<file path="src/cil_pkg.sv">
package cil_pkg;

  // ------------------------------------------------------------
  // Register offsets
  // ------------------------------------------------------------
  localparam logic [7:0] ADDR_FAMILY = 8'h00;
  localparam logic [7:0] ADDR_CHIP   = 8'h01;
  localparam logic [7:0] ADDR_STATUS = 8'h0C;

  // ------------------------------------------------------------
  // Field positions
  // ------------------------------------------------------------
  localparam int RUN_BIT  = 0;
  localparam int REV_LSB  = 1;
  localparam int CHIP_LSB = 4;
  localparam int STS_ABSENT = 0;
  localparam int STS_BAD    = 1;
  localparam int STS_LOADED = 2;
  localparam int STS_RUN    = 3;

  // ------------------------------------------------------------
  // Reset values and EEPROM layout
  // ------------------------------------------------------------
  localparam logic       RUN_RST       = 1'h0;
  localparam logic [7:0] EE_ADDR_ID0   = 8'h00;
  localparam logic [7:0] EE_ADDR_ID1   = 8'h01;
  localparam logic [7:0] EE_ADDR_FIRST = 8'h02;
  localparam logic [1:0] STRAP_AUTO    = 2'h0;

  // ------------------------------------------------------------
  // Timing
  // ------------------------------------------------------------
  localparam int CLK_PERIOD_NS = 5;
  localparam int EE_WAIT_NS    = 100000;
  localparam int EE_WAIT_CYC   = EE_WAIT_NS / CLK_PERIOD_NS;
  localparam int SYNC_SETTLE   = 2;

  // ------------------------------------------------------------
  // Start-up sequencer states
  // ------------------------------------------------------------
  typedef enum logic [2:0] {
    S_STRAP   = 3'h0,
    S_WAIT_SW = 3'h1,
    S_ID0     = 3'h2,
    S_ID1     = 3'h3,
    S_LOAD    = 3'h4,
    S_RUN     = 3'h5
  } cil_state_t;

endpackage

</file>
<file path="src/cil_top.sv">
// Contract
// - Non-zero strap mode: switch starts only after software writes run bit one.
// - Non-zero strap mode with run bit zero: switch stays stopped.
// - Strap mode zero: try EEPROM first, then start without run bit write.
// - No EEPROM answer: keep strap and built-in default register values.
// - EEPROM present: byte 0 must match family, byte 1 [7:4] chip code.
// - Identification passes: EEPROM contents are written over register defaults.
// - Register one: read-only chip code bits 7-4, revision bits 3-1.
module cil_top #(
  parameter logic [7:0] FAMILY_CODE = 8'hA5,  // Arbitrary value
  parameter logic [3:0] CHIP_CODE   = 4'h5,   // Arbitrary value
  parameter logic [2:0] REVISION    = 3'h2,   // Arbitrary value
  parameter logic [7:0] LOAD_LAST   = 8'h0B,
  parameter int         EE_WAIT     = cil_pkg::EE_WAIT_CYC
) (
  // Clock and reset
  input  wire logic       i_clk_sys,
  input  wire logic       i_sys_rst,
  // Strap pins
  input  wire logic       i_strap_mode_pin_high,
  input  wire logic       i_strap_mode_pin_low,
  // Register port
  input  wire logic [7:0] i_reg_addr,
  input  wire logic [7:0] i_reg_wdata,
  input  wire logic       i_reg_wr,
  input  wire logic       i_reg_rd,
  output logic      [7:0] o_reg_rdata,
  // EEPROM byte reader
  output logic            o_ee_rd,
  output logic      [7:0] o_ee_addr,
  input  wire logic       i_ee_ack,
  input  wire logic [7:0] i_ee_data,
  // Register loading
  output logic            o_cfg_wr,
  output logic      [7:0] o_cfg_addr,
  output logic      [7:0] o_cfg_data,
  // Status
  output logic            o_use_defaults,
  output logic            o_switch_run
);
  import cil_pkg::*;

  localparam int CW = $clog2(EE_WAIT + SYNC_SETTLE + 1);

  // ------------------------------------------------------------
  // Parameter checks
  // ------------------------------------------------------------
  if (EE_WAIT < 1) begin : g_bad_wait
    $error("EE_WAIT must be at least one cycle");
  end
  if (LOAD_LAST < EE_ADDR_FIRST) begin : g_bad_last
    $error("LOAD_LAST below first loadable address");
  end

  cil_state_t       st_ff;
  cil_state_t       nxt_st;
  logic [1:0]       strap_s1_ff;
  logic [1:0]       strap_s2_ff;
  logic [1:0]       mode_ff;
  logic [CW-1:0]    wcnt_ff;
  logic             run_ff;
  logic             absent_ff;
  logic             bad_ff;
  logic             loaded_ff;
  logic [7:0]       ee_addr_ff;
  logic             cfg_wr_ff;
  logic [7:0]       cfg_addr_ff;
  logic [7:0]       cfg_data_ff;
  logic [7:0]       rdata_ff;
  logic             swrun_ff;
  logic             reading;
  logic             timeout;
  logic             wr_chip;

  // ------------------------------------------------------------
  // Strap synchroniser
  // ------------------------------------------------------------
  // Two flops per pin, no reset; the sequencer waits out the settle time
  always_ff @(posedge i_clk_sys) begin
    strap_s1_ff <= {i_strap_mode_pin_high, i_strap_mode_pin_low};
    strap_s2_ff <= strap_s1_ff;
  end

  // ------------------------------------------------------------
  // Start-up sequencer
  // ------------------------------------------------------------
  assign reading = (st_ff == S_ID0) || (st_ff == S_ID1) || (st_ff == S_LOAD);
  assign timeout = reading && !i_ee_ack && (wcnt_ff == CW'(EE_WAIT - 1));
  assign wr_chip = i_reg_wr && (i_reg_addr == ADDR_CHIP);

  // Next state
  always_comb begin
    nxt_st = st_ff;
    case (st_ff)
      S_STRAP: begin
        if (wcnt_ff == CW'(SYNC_SETTLE)) begin
          nxt_st = (strap_s2_ff == STRAP_AUTO) ? S_ID0 : S_WAIT_SW;
        end
      end
      S_WAIT_SW: begin
        if (run_ff) begin
          nxt_st = S_RUN;
        end
      end
      S_ID0: begin
        if (i_ee_ack) begin
          nxt_st = (i_ee_data == FAMILY_CODE) ? S_ID1 : S_RUN;
        end else if (timeout) begin
          nxt_st = S_RUN;
        end
      end
      S_ID1: begin
        if (i_ee_ack) begin
          nxt_st = (i_ee_data[7:4] == CHIP_CODE) ? S_LOAD : S_RUN;
        end else if (timeout) begin
          nxt_st = S_RUN;
        end
      end
      S_LOAD: begin
        if ((i_ee_ack && ee_addr_ff == LOAD_LAST) || timeout) begin
          nxt_st = S_RUN;
        end
      end
      S_RUN:   nxt_st = S_RUN;
      default: nxt_st = S_STRAP;
    endcase
  end

  // State register
  always_ff @(posedge i_clk_sys) begin
    if (i_sys_rst) begin
      st_ff <= S_STRAP;
    end else begin
      st_ff <= nxt_st;
    end
  end

  // Settle and answer-wait counter, restarted on every step
  always_ff @(posedge i_clk_sys) begin
    if (i_sys_rst) begin
      wcnt_ff <= '0;
    end else if (nxt_st != st_ff || i_ee_ack) begin
      wcnt_ff <= '0;
    end else if (st_ff == S_STRAP || reading) begin
      wcnt_ff <= wcnt_ff + CW'(1);
    end
  end

  // Strap mode caught once after reset release
  always_ff @(posedge i_clk_sys) begin
    if (i_sys_rst) begin
      mode_ff <= STRAP_AUTO;
    end else if (st_ff == S_STRAP && wcnt_ff == CW'(SYNC_SETTLE)) begin
      mode_ff <= strap_s2_ff;
    end
  end

  // EEPROM byte address
  always_ff @(posedge i_clk_sys) begin
    if (i_sys_rst) begin
      ee_addr_ff <= EE_ADDR_ID0;
    end else if (st_ff == S_ID0 && i_ee_ack) begin
      ee_addr_ff <= EE_ADDR_ID1;
    end else if (st_ff == S_ID1 && i_ee_ack) begin
      ee_addr_ff <= EE_ADDR_FIRST;
    end else if (st_ff == S_LOAD && i_ee_ack) begin
      ee_addr_ff <= ee_addr_ff + 8'h01;
    end
  end

  // Outcome flags of the EEPROM attempt
  always_ff @(posedge i_clk_sys) begin
    if (i_sys_rst) begin
      absent_ff <= 1'h0;
      bad_ff    <= 1'h0;
      loaded_ff <= 1'h0;
    end else begin
      if (st_ff == S_ID0 && timeout) begin
        absent_ff <= 1'h1;
      end
      if (st_ff == S_ID0 && i_ee_ack && i_ee_data != FAMILY_CODE) begin
        bad_ff <= 1'h1;
      end
      if (st_ff == S_ID1 && i_ee_ack && i_ee_data[7:4] != CHIP_CODE) begin
        bad_ff <= 1'h1;
      end
      if (st_ff == S_LOAD && i_ee_ack && ee_addr_ff == LOAD_LAST) begin
        loaded_ff <= 1'h1;
      end
    end
  end

  // Forward each checked byte as a register write
  always_ff @(posedge i_clk_sys) begin
    if (i_sys_rst) begin
      cfg_wr_ff   <= 1'h0;
      cfg_addr_ff <= 8'h00;
      cfg_data_ff <= 8'h00;
    end else begin
      cfg_wr_ff <= (st_ff == S_LOAD) && i_ee_ack;
      if (st_ff == S_LOAD && i_ee_ack) begin
        cfg_addr_ff <= ee_addr_ff;
        cfg_data_ff <= i_ee_data;
      end
    end
  end

  // ------------------------------------------------------------
  // Run control
  // ------------------------------------------------------------
  // Run bit written by software
  always_ff @(posedge i_clk_sys) begin
    if (i_sys_rst) begin
      run_ff <= RUN_RST;
    end else if (wr_chip) begin
      run_ff <= i_reg_wdata[RUN_BIT];
    end
  end

  // Strap mode zero runs on its own; others need the run bit
  always_ff @(posedge i_clk_sys) begin
    if (i_sys_rst) begin
      swrun_ff <= 1'h0;
    end else begin
      swrun_ff <= (st_ff == S_RUN) && (mode_ff == STRAP_AUTO || run_ff);
    end
  end

  // ------------------------------------------------------------
  // Register read port
  // ------------------------------------------------------------
  always_ff @(posedge i_clk_sys) begin
    if (i_sys_rst) begin
      rdata_ff <= 8'h00;
    end else if (i_reg_rd) begin
      case (i_reg_addr)
        ADDR_FAMILY: rdata_ff <= FAMILY_CODE;
        ADDR_CHIP:   rdata_ff <= {CHIP_CODE, REVISION, run_ff};
        ADDR_STATUS: rdata_ff <= {4'h0, swrun_ff, loaded_ff, bad_ff, absent_ff};
        default:     rdata_ff <= 8'h00;
      endcase
    end else begin
      rdata_ff <= 8'h00;
    end
  end

  assign o_reg_rdata    = rdata_ff;
  assign o_ee_rd        = reading;
  assign o_ee_addr      = ee_addr_ff;
  assign o_cfg_wr       = cfg_wr_ff;
  assign o_cfg_addr     = cfg_addr_ff;
  assign o_cfg_data     = cfg_data_ff;
  assign o_use_defaults = !loaded_ff;
  assign o_switch_run   = swrun_ff;
endmodule

</file>
<file path="config.mk">
export PLATFORM = sky130hd
export DESIGN_NAME = cil_top
export DESIGN_NICKNAME = d
export VERILOG_FILES = /design/src/cil_pkg.sv /design/src/cil_top.sv
export SDC_FILE = /design/constraint.sdc
export NUM_CORES = 1
export LEC_CHECK = 0
export BUFFER_PORTS_ARGS = -buffer_cell sky130_fd_sc_hd__buf_2
export CORE_MARGIN = 4
export CORE_UTILIZATION = 55
export CTS_BUF_LIST = sky130_fd_sc_hd__clkbuf_2
export DETAILED_ROUTE_END_ITERATION = 12
export GPL_ROUTABILITY_DRIVEN = 1
export PLACE_DENSITY = 0.79
export SYNTH_ARGS = -nofsm -noshare
export SYNTH_HDL_FRONTEND = slang
export SYNTH_SLANG_ARGS = --single-unit
</file>
<file path="constraint.sdc">
create_clock -name i_clk_sys -period 2.65 [get_ports i_clk_sys]
set_input_delay 0.53 -clock i_clk_sys [delete_from_list [all_inputs] [get_ports i_clk_sys]]
set_output_delay 0.53 -clock i_clk_sys [all_outputs]
set_load 0.05 [all_outputs]
</file>
Word-level counts from Yosys, hierarchy flattened --
Cells that the tools add are included.
Word-level totals: flip-flop bits (word level) 62, output and inout bits 36, logic and storage cells 83
Cells by class: add/sub/neg operators 2, equality and inequality tests 15, muxes and demuxes 16, bitwise logic cells 1, reduce and logical (&&, ||, !) cells 32
Operator list (number):
- 8-bit case mux with 3 select lines | 1
- 3-bit two-way mux | 7
- 3-bit case mux with 6 select lines | 1
- 8-bit by 4-bit == test with 1-bit output, second input constant | 2
- 15-bit by 1-bit adder with 15-bit output, second input constant | 1
- 15-bit == test, second input constant | 1
- 15-bit by 2-bit == test with 1-bit output, second input constant | 1
- 1-bit logical AND | 13
- 8-bit by 1-bit adder with 8-bit output, second input constant | 1
- 8-bit by 1-bit == test with 1-bit output, second input constant | 1
- 8-bit == test, second input constant | 1
- 8-bit zero test | 1
- 8-bit != test, second input constant | 1
- 3-bit by 2-bit == test with 1-bit output, second input constant | 2
- 3-bit == test, second input constant | 2
- 1-bit logical OR | 6
- 2-bit two-way mux | 3
- 2-bit OR reduction | 3
- 4-bit by 3-bit == test with 1-bit output, second input constant | 1
- 2-bit zero test | 2
- 1-bit two-way mux | 4
- 4-bit by 3-bit != test with 1-bit output, second input constant | 1
- 2-bit nonzero test | 2
- 3-bit by 1-bit == test with 1-bit output, second input constant | 1
- 6 further kinds | 7

Longest topological paths before layout --
Gate-level depths: netlist (run 1).
depth in word-level cells 11, depth in mapped cells 7

Worst setup path after synthesis (run 1) --
No wires, ideal clock.
path type register -> output, start reg st_ff[1], end out o_ee_rd, arrival time 1.804 ns, slack 0.316 ns, cell stages (with the launch flop) 4, buffers on the path 1, cell sequence dfxtp_1 clkbuf_1 nand2b_1 o21ai_0
On the way: word-level cells in the longest chain between the ends 3, elaborated cells on any way between the ends 5
RTL lines:
- start: declaration | line cil_top.sv:55 | cil_state_t st_ff;
- start signal: assignment | line cil_top.sv:134 | st_ff <= nxt_st;
- 3-bit by 2-bit == test with 1-bit output | line cil_top.sv:87 | assign reading = (st_ff == S_ID0) || (st_ff == S_ID1) || (st_ff == S_LOAD);
- 1-bit logical OR | line cil_top.sv:87
- 1-bit logical OR (*) | line cil_top.sv:87
- end: declaration | line cil_top.sv:29 | output logic o_ee_rd,
Every way passes the cells marked *; elsewhere a longest branch is shown, timed or not.

Worst setup path in the final report (run 1) --
Same ends and word-level chain as after synthesis.

==> results.toml, run 1 <==
[sta]
hold_viol_final = 0
finalWorstSetupSlack_ns = 0.300
max_freq_ghz = 0.426
clock_skew_ns = 0.0221
worst_pin_slew_ns = 0.657
finalSetupViolations = 0
fin_crit_sh = 0.887
slew_headroom = 0.549
fin_crit_ns = 2.35
setup_tns_ns = 0
drv_slew = 0
rsz0062_at_grt = "no"

[routing]
wl_um = 5700
drt_iter0_markers = 105
dr.pass1.iters = 4
vias_per_cell = 5.53
num_vias = 2301
antenna_left = 0
routedWlPerCell_um = 13.7
route.detailed.drc = 0

[global_route]
grt_pass1_wl_um = 9410
grt_pass1_vias = 2077
grt_max_degree = 30
antenna_found_initial = 0
grt_usage = 0.196
grt.overflow.total = 0

[clock_network]
cts.sinks = 60
clkTransAtPathRegs_ns = 0.16
cts_root_buffer = "clkbuf_2"
post_cts_resize_count = 0
postCtsHoldBufs = 0
cts_tree = "yes"
cts_buffers = 9
cts_max_level = 3
cts_buffer_depth = 2
post_cts_buffers = 0
clk_latency_ns = 0.47

[floorplanning]
core_area_um2 = 4470
num_rows = 24
ios = 67
start_util = 0.588
die_y_um = 77.1
die_w_um = 77.1
die-area_um2 = 5950

[synth]
synthFlopType = "dfxtp_1"
synth-edff-count = 0
avgSynthCellArea_um2 = 8.79
yosysTopAreaCell = "dfxtp_1"
synthTopCellsByCount = "dfxtp_1 (60), nand2_1 (40), nor2_1 (37), a21oi_1 (28)"
yosys_warnings = 0
syn_nets = 333
synthArstFlopShare = 0
yosys-top-cells-area = "dfxtp_1 (46%), nand2_1 (5.7%), a21oi_1 (5.3%)"
ys_ff_latch = 60
synth_top_area_frac = 0.457
yosysMostFrequentCell = "dfxtp_1"
seq_area_frac_synth = 0.457
yosys.cell_types.count = 48
synth.cell_area_um2 = 2630
syn_inst = 299

[critical_path]
cp_cell_sequence = "nand2b_1 > o21ai_0 > buf_2"
slowest_stage = "dfxtp_1"
start_kind = "flip-flop"
end_kind = "primary output"
crit_fanout = 16
crit_type = "reg2out"
crit_required_ns = 2.12
cp_slowest_stage_delay_ns = 0.68
cp_data_arrival_time_ns = 1.82

[power_and_ir_drop]
p_per_area_nw_per_um2 = 538
leakage_uw = 0.00125
ir_worst_vdd_mv = 0.641
power_uw = 1660

[place]
dp.cells = 400
placed_area_um2 = 2960
globalplace.congestion = 0.853
place_hpwl_um = 4100
numPortBuffers = 59
dp_slack_ns = 0.497

[outcome]
status = "complete, no violations"

[finish]
final_area_um2 = 3090
finalNonFillerCells = 416
antennaDiodeCount = 0
syn_to_final_growth_pct = 17.7
nNetsFinal = 393
drive_above_1_share = 0.245

[min_path]
hold_path.class = "in2reg"

[flow_run]
drv_cap = 0
-- cell type report --
type / instances / area [um^2]
fill: 366 / 1380
timing repair buffer: 63 / 325
clock inverter: 7 / 91.3
clock buffer: 9 / 45.0
sequential: 60 / 1200
multi-input combinational: 221 / 1350
tap: 52 / 65.1
inverter: 4 / 15.0
-- layer usage --
layer,global-route usage,share of wire,up-vias
li1,-,-,1173
met1,0.253,0.47,1043
met2,0.301,0.44,77
met3,0.0574,0.081,8
met4,0.0872,0.013,0
met5,0,0,-
-- layout by cell type (no fill, tap or decap), drive strengths merged, types with 2 or more instances in the layout --
master,count
nor4,7
clkbuf,9
a31oi,3
a2111oi,2
nand2,41
nand3,13
buf,63
nor4b,2
or2,2
inv,4
o21a,3
o21ai,3
bufinv,2
and4,3
dfxtp,60
clkinv,5
or4,4
nor3,11
a21oi,28
ha,3
mux2i,5
nand4,8
xnor2,7
nor4bb,3
nor2,37
xor2,13
nand2b,4
and3,4
-- flip-flops by register name, summed over array words and instances, names as in the netlist --
register      cells
absent_ff         1
bad_ff            1
loaded_ff         1
mode_ff           2
o_cfg_addr        8
o_cfg_data        8
o_cfg_wr          1
o_ee_addr         8
o_reg_rdata       6
o_switch_run      1
run_ff            1
st_ff             3
strap_s1_ff       2
strap_s2_ff       2
wcnt_ff          15
-- where the power goes --
part	total, uW	switching, uW	internal, uW	leakage [uW]
Clock	644	334	310	0.0000833
Combinational	100	60.7	39.7	0.000681
Sequential	921	8.50	912	0.000485
Total	1660	403	1260	0.00125
-- logic make-up (layout without fill, tap and decap cells) --
group,Yosys count,count (layout),synth area share
buf+inv,18,83,0.0295
simple gates,147,147,0.296
fa+ha+maj,3,3,0.0143
mux,6,6,0.0233
flops,60,60,0.457
compound gates,45,45,0.113
xor+xnor,20,20,0.0666
-- worst max-delay path: cells and delay by family, from the launching register on --
| family | cells | cell delay, ns |
|---|---|---|
| DFF | 1 | 0.68 |
| buffers and inverters | 1 | 0.29 |
| and+or+nand+nor | 1 | 0.24 |
| AOI/OAI and AO/OA | 1 | 0.15 |
-- final timing paths --
check / cells after the start / startpoint / slack (ns) / to
worst min-delay path: 1 / i_strap_mode_pin_low / 0.16 / strap_s1_ff[0]$_DFF_P_
worst max-delay path: 3 / st_ff[1]$_SDFF_PP0_ / 0.30 / o_ee_rd
worst max register to register: 6 / wcnt_ff[0]$_SDFFE_PP0P_ / 0.47 / wcnt_ff[1]$_SDFFE_PP0P_
worst min register to register: 0 / strap_s1_ff[1]$_DFF_P_ / 0.35 / strap_s2_ff[1]$_DFF_P_
-- per-stage QoR --
step / util / hold slack (ns)
final: 0.691 / 0.158
after global routing: 0.691 / 0.113
after CTS: 0.691 / 0.116
after detailed placement: 0.661 / 0.322
after global placement: 0.661 / 0.311
after floorplan: - / 0.310
(Power assumes the default switching activity.)
==> run 2, diff against run 1 <==
- CORE_UTILIZATION: 55 -> 52
- CTS_BUF_LIST: sky130_fd_sc_hd__clkbuf_2 -> sky130_fd_sc_hd__clkbuf_16
- PLACE_DENSITY: 0.79 -> 0.75
==> run 2 against run 1 <==
Effect of this change: fmax increased by 3.5%; sequential share of layout area fell by 1.9 points; final cell count is 3.1% higher; wire length increased by 4.3%.
==> results.toml, run 2 (same netlist as run 1, synthesis figures left out) <==
[clock_network]
cts.sinks = 60
cts_max_level = 3
cts_buffer_depth = 2
cts_tree = "yes"
postCtsHoldBufs = 0
cts_buffers = 9
post_cts_resize_count = 0
clkTransAtPathRegs_ns = 0.05
cts_root_buffer = "clkbuf_16"
post_cts_buffers = 0
clk_latency_ns = 0.32

[place]
numPortBuffers = 59
dp_slack_ns = 0.391
place_hpwl_um = 4160
placed_area_um2 = 2980
dp.cells = 415
globalplace.congestion = 0.805

[finish]
fill_cells = 410
layout_common_cells = "dfxtp_1 (60), buf_2 (59), nand2_1 (40)"
final_area_um2 = 3250
final_common_cell = "dfxtp_1"
drive_above_1_share = 0.238
largest_reg_flops = 15
ff_latch_area_um2 = 1200
top_register = "wcnt_ff"
antennaDiodeCount = 0
syn_to_final_growth_pct = 23.6
nNetsFinal = 393
multi_input_area_um2 = 1350
finalNonFillerCells = 429

[global_route]
grt.overflow.total = 0
grt_pass1_vias = 2103
antenna_found_initial = 0
grt_pass1_wl_um = 9820
grt_usage = 0.196
grt_max_degree = 30

[sta]
slew_headroom = 0.546
fin_crit_ns = 2.27
setup_tns_ns = 0
rsz0062_at_grt = "no"
fin_crit_sh = 0.856
hold_viol_final = 0
worst_pin_slew_ns = 0.675
drv_slew = 0
finalSetupViolations = 0
max_freq_ghz = 0.441
hold_ws_ns = 0.315
finalWorstSetupSlack_ns = 0.381
clock_skew_ns = 0.00661

[routing]
antenna_left = 0
route.detailed.drc = 0
drt_iter0_markers = 144
dr.pass1.iters = 4
num_vias = 2329
vias_per_cell = 5.43
routedWlPerCell_um = 13.9
wl_um = 5950

[floorplanning]
core_area_um2 = 4820
die-area_um2 = 6260
start_util = 0.546
ios = 67
num_rows = 25
die_w_um = 79.1
die_y_um = 79.1

[outcome]
status = "complete, no violations"

[critical_path]
start_kind = "flip-flop"
crit_required_ns = 2.82
end_kind = "flip-flop"
crit_type = "reg2reg"
crit_fanout = 9
cp_data_arrival_time_ns = 2.44

[power_and_ir_drop]
power.share.sequential = 0.441
pwr-share-clk = 0.511
leakage_uw = 0.00131
power_frac_comb = 0.049
p_per_area_nw_per_um2 = 644
p_switching_uw = 434
ir_worst_vdd_mv = 0.431
internal_power_uw = 1660
switching_share = 0.208

[min_path]
hold_path.class = "in2reg"

[flow_run]
drv_cap = 0
==> run 2: changes by cell type in the layout (fill, tap and decap cells not counted) <==
cell | previous run | this run
bufinv_16 | 2 | 1
clkbuf_16 | 0 | 9
clkbuf_2 | 9 | 0
clkinv_1 | 1 | 0
clkinv_4 | 2 | 0
inv_1 | 4 | 6
==> run 2: power by group through the flow <==
stage,Clock [uW],Sequential (uW),Combinational [uW]
floorplan,0,938,63.5
global placement,0,939,98.3
detailed placement,0,940,99.0
CTS,1070,922,102
global route,1120,922,112
finish,1070,922,101
==> run 2: critical path, cell delays in order (launching register included) <==
cell,delay [ns]
dfxtp_1,0.40
ha_1,0.28
or4bb_1,0.55
nor4_4,0.33
nor4_1,0.13
a31oi_4,0.33
a2111oi_2,0.09
==> run 2: cell type report <==
cell class,instances,area share
Inverter,4,0.00462
Clock buffer,9,0.0693
Sequential cell,60,0.370
Timing Repair Buffer,63,0.100
Multi-Input combinational cell,221,0.416
Tap cell,67,0.0258
Clock inverter,5,0.0146
==> run 2: path summary, 6_finish.rpt <==
check        cells past startpoint  slack (ns)                 endpoint               startpoint
max                              6        0.38  wcnt_ff[1]$_SDFFE_PP0P_  wcnt_ff[1]$_SDFFE_PP0P_
min                              1        0.32   strap_s1_ff[0]$_DFF_P_     i_strap_mode_pin_low
max reg2reg                      6        0.38  wcnt_ff[1]$_SDFFE_PP0P_  wcnt_ff[1]$_SDFFE_PP0P_
min reg2reg                      0        0.32   strap_s2_ff[1]$_DFF_P_   strap_s1_ff[1]$_DFF_P_
==> run 2: per-stage QoR <==
step | total power (uW) | utilization
4_1_cts | 2100 | 0.674
2_1_floorplan | 1000 | -
6_report | 2090 | 0.674
3_5_place_dp | 1040 | 0.618
5_1_grt | 2160 | 0.674
3_3_place_gp | 1040 | 0.618
==> run 2: routing by layer <==
metal,wire (um),share of wire,GRT usage,vias to the layer above
met1,2750,0.46,0.257,1073
met4,91,0.015,0.0773,0
met2,2720,0.46,0.314,76
li1,-,-,-,1171
met3,390,0.066,0.0442,9
met5,0,0,0,-
==> run 3, diff against run 2 <==
- CTS_BUF_LIST: sky130_fd_sc_hd__clkbuf_16 -> not set
- RECOVER_POWER: not set -> 100
==> run 3 against run 2 <==
Effect of this change: largest power group is now registers; highest routed layer unchanged; non-clock buffer count is the same; sequential cell count is the same; register-to-register slack is essentially flat; die area is the same; core utilization shrank 3.3 points; clock skew grew 0.0049 ns; global-route usage shrank 0.79 points; final cell count is the same; hold slack lost 0.0097 ns; wire length shrank 1.8%; design area shrank 4.9%.
==> results.toml, run 3 (same netlist as run 1, synthesis figures left out) <==
[floorplanning]
die-area_um2 = 6260
ios = 67
core_area_um2 = 4820
start_util = 0.546
num_rows = 25
die_y_um = 79.1
die_w_um = 79.1

[sta]
max_freq_ghz = 0.414
hold_viol_final = 0
slew_headroom = 0.557
setup_tns_ns = 0
fin_crit_ns = 2.42
clock_skew_ns = 0.0115
fin_crit_sh = 0.911
hold_ws_ns = 0.306
drv_slew = 0
finalSetupViolations = 0
rsz0062_at_grt = "no"
worst_pin_slew_ns = 0.658

[finish]
syn_to_final_growth_pct = 17.5
layout_common_cells = "dfxtp_1 (60), nand2_1 (40), clkbuf_1 (39)"
fill_cells = 460
top_register = "wcnt_ff"
nNetsFinal = 393
final_common_cell = "dfxtp_1"
drive_above_1_share = 0.133
largest_reg_flops = 15
antennaDiodeCount = 0

[outcome]
status = "complete, no violations"

[clock_network]
cts_buffers = 9
clk_latency_ns = 0.33
cts_tree = "yes"
postCtsHoldBufs = 0
cts_max_level = 3
cts.sinks = 60
post_cts_resize_count = 0
post_cts_buffers = 0
cts_buffer_depth = 2
cts_root_buffer = "clkbuf_8"
clkTransAtPathRegs_ns = 0.07

[routing]
dr.pass1.iters = 4
wl_um = 5840
antenna_left = 0
routedWlPerCell_um = 13.6
vias_per_cell = 5.40
route.detailed.drc = 0
drt_iter0_markers = 169
num_vias = 2317

[place]
place_hpwl_um = 4160
globalplace.congestion = 0.805
numPortBuffers = 59

[critical_path]
crit_fanout = 11
r2r-end = "wcnt_ff[1]$_SDFFE_PP0P_"
start_kind = "flip-flop"
r2r_slack_ns = 0.37
worstRegToRegCells = 6
crit_type = "reg2out"
crit_required_ns = 2.12
end_kind = "primary output"
cp_data_arrival_time_ns = 1.89
rr_startpoint = "wcnt_ff[0]$_SDFFE_PP0P_"

[min_path]
hold_path.class = "in2reg"
min_from = "i_strap_mode_pin_high"
min_path_cells = 1
hold_end = "strap_s1_ff[1]$_DFF_P_"

[global_route]
grt_max_degree = 30
grt_usage = 0.189
grt_pass1_wl_um = 9440
grt_pass1_vias = 2072
grt.overflow.total = 0
antenna_found_initial = 0

[flow_run]
drv_cap = 0

[power_and_ir_drop]
p_per_area_nw_per_um2 = 570
leakage_uw = 0.00109
ir_worst_vdd_mv = 0.499
[run 3: cell count changes in the layout (fill, tap and decap cells not counted), moves of 2 or more]
cell | previous run | this run
inv_1 | 6 | 4
clkbuf_8 | 0 | 9
clkbuf_16 | 9 | 0
buf_2 | 59 | 23
buf_4 | 4 | 2
clkbuf_1 | 0 | 39
[run 3: through the flow]
step / utilization / cell area (um^2) / setup slack [ns] / power [uW] / std cells
detailed placement: 0.618 / 2980 / 0.391 / 1040 / 415
floorplan: - / 2630 / 0.316 / 1000 / 299
global placement: 0.618 / 2980 / 0.411 / 1040 / 415
global route: 0.641 / 3090 / 0.127 / 1820 / 429
finish: 0.641 / 3090 / 0.235 / 1760 / 429
CTS: 0.653 / 3150 / 0.384 / 1770 / 429
[run 3: per-layer routing]
| metal | wire length [um] | share of wire | track usage | up-vias |
|---|---|---|---|---|
| met1 | 2730 | 0.47 | 0.246 | 1055 |
| met3 | 398 | 0.068 | 0.0385 | 11 |
| met4 | 95 | 0.016 | 0.0893 | 0 |
| met2 | 2610 | 0.45 | 0.298 | 74 |
| li1 | - | - | - | 1177 |
| met5 | 0 | 0 | 0 | - |
[run 3: critical path, cell delays in order, from the launching register on]
cell,delay (ns)
dfxtp_1,0.44
clkbuf_1,0.41
nand2b_1,0.24
o21ai_0,0.14
clkbuf_2,0.32
[run 3: power breakdown]
group          internal, uW  switching, uW
registers               911           8.60
clock network           421            323
logic                  37.6           58.5
[run 3: how the worst max path moves through the flow]
stage | startpoint | endpoint | slack [ns] | cells after the start
3_3_place_gp | wcnt_ff[0]$_SDFFE_PP0P_ | wcnt_ff[1]$_SDFFE_PP0P_ | 0.41 | 6
6_report | st_ff[1]$_SDFF_PP0_ | o_ee_rd | 0.23 | 4
3_5_place_dp | wcnt_ff[0]$_SDFFE_PP0P_ | wcnt_ff[11]$_SDFFE_PP0P_ | 0.39 | 6
4_1_cts | wcnt_ff[0]$_SDFFE_PP0P_ | wcnt_ff[3]$_SDFFE_PP0P_ | 0.38 | 6
2_1_floorplan | st_ff[1]$_SDFF_PP0_ | o_ee_rd | 0.32 | 3
5_1_grt | st_ff[1]$_SDFF_PP0_ | o_ee_rd | 0.13 | 4
[run 3: final cells by class]
class | instances | area, um^2 | share of cell area
clock inverter | 3 | 40.0 | 0.0130
inverter | 4 | 15.0 | 0.00486
multi-input combinational | 221 | 1340 | 0.435
tap | 67 | 83.8 | 0.0271
clock buffer | 11 | 131 | 0.0425
timing repair buffer | 63 | 274 | 0.0887
sequential | 60 | 1200 | 0.389
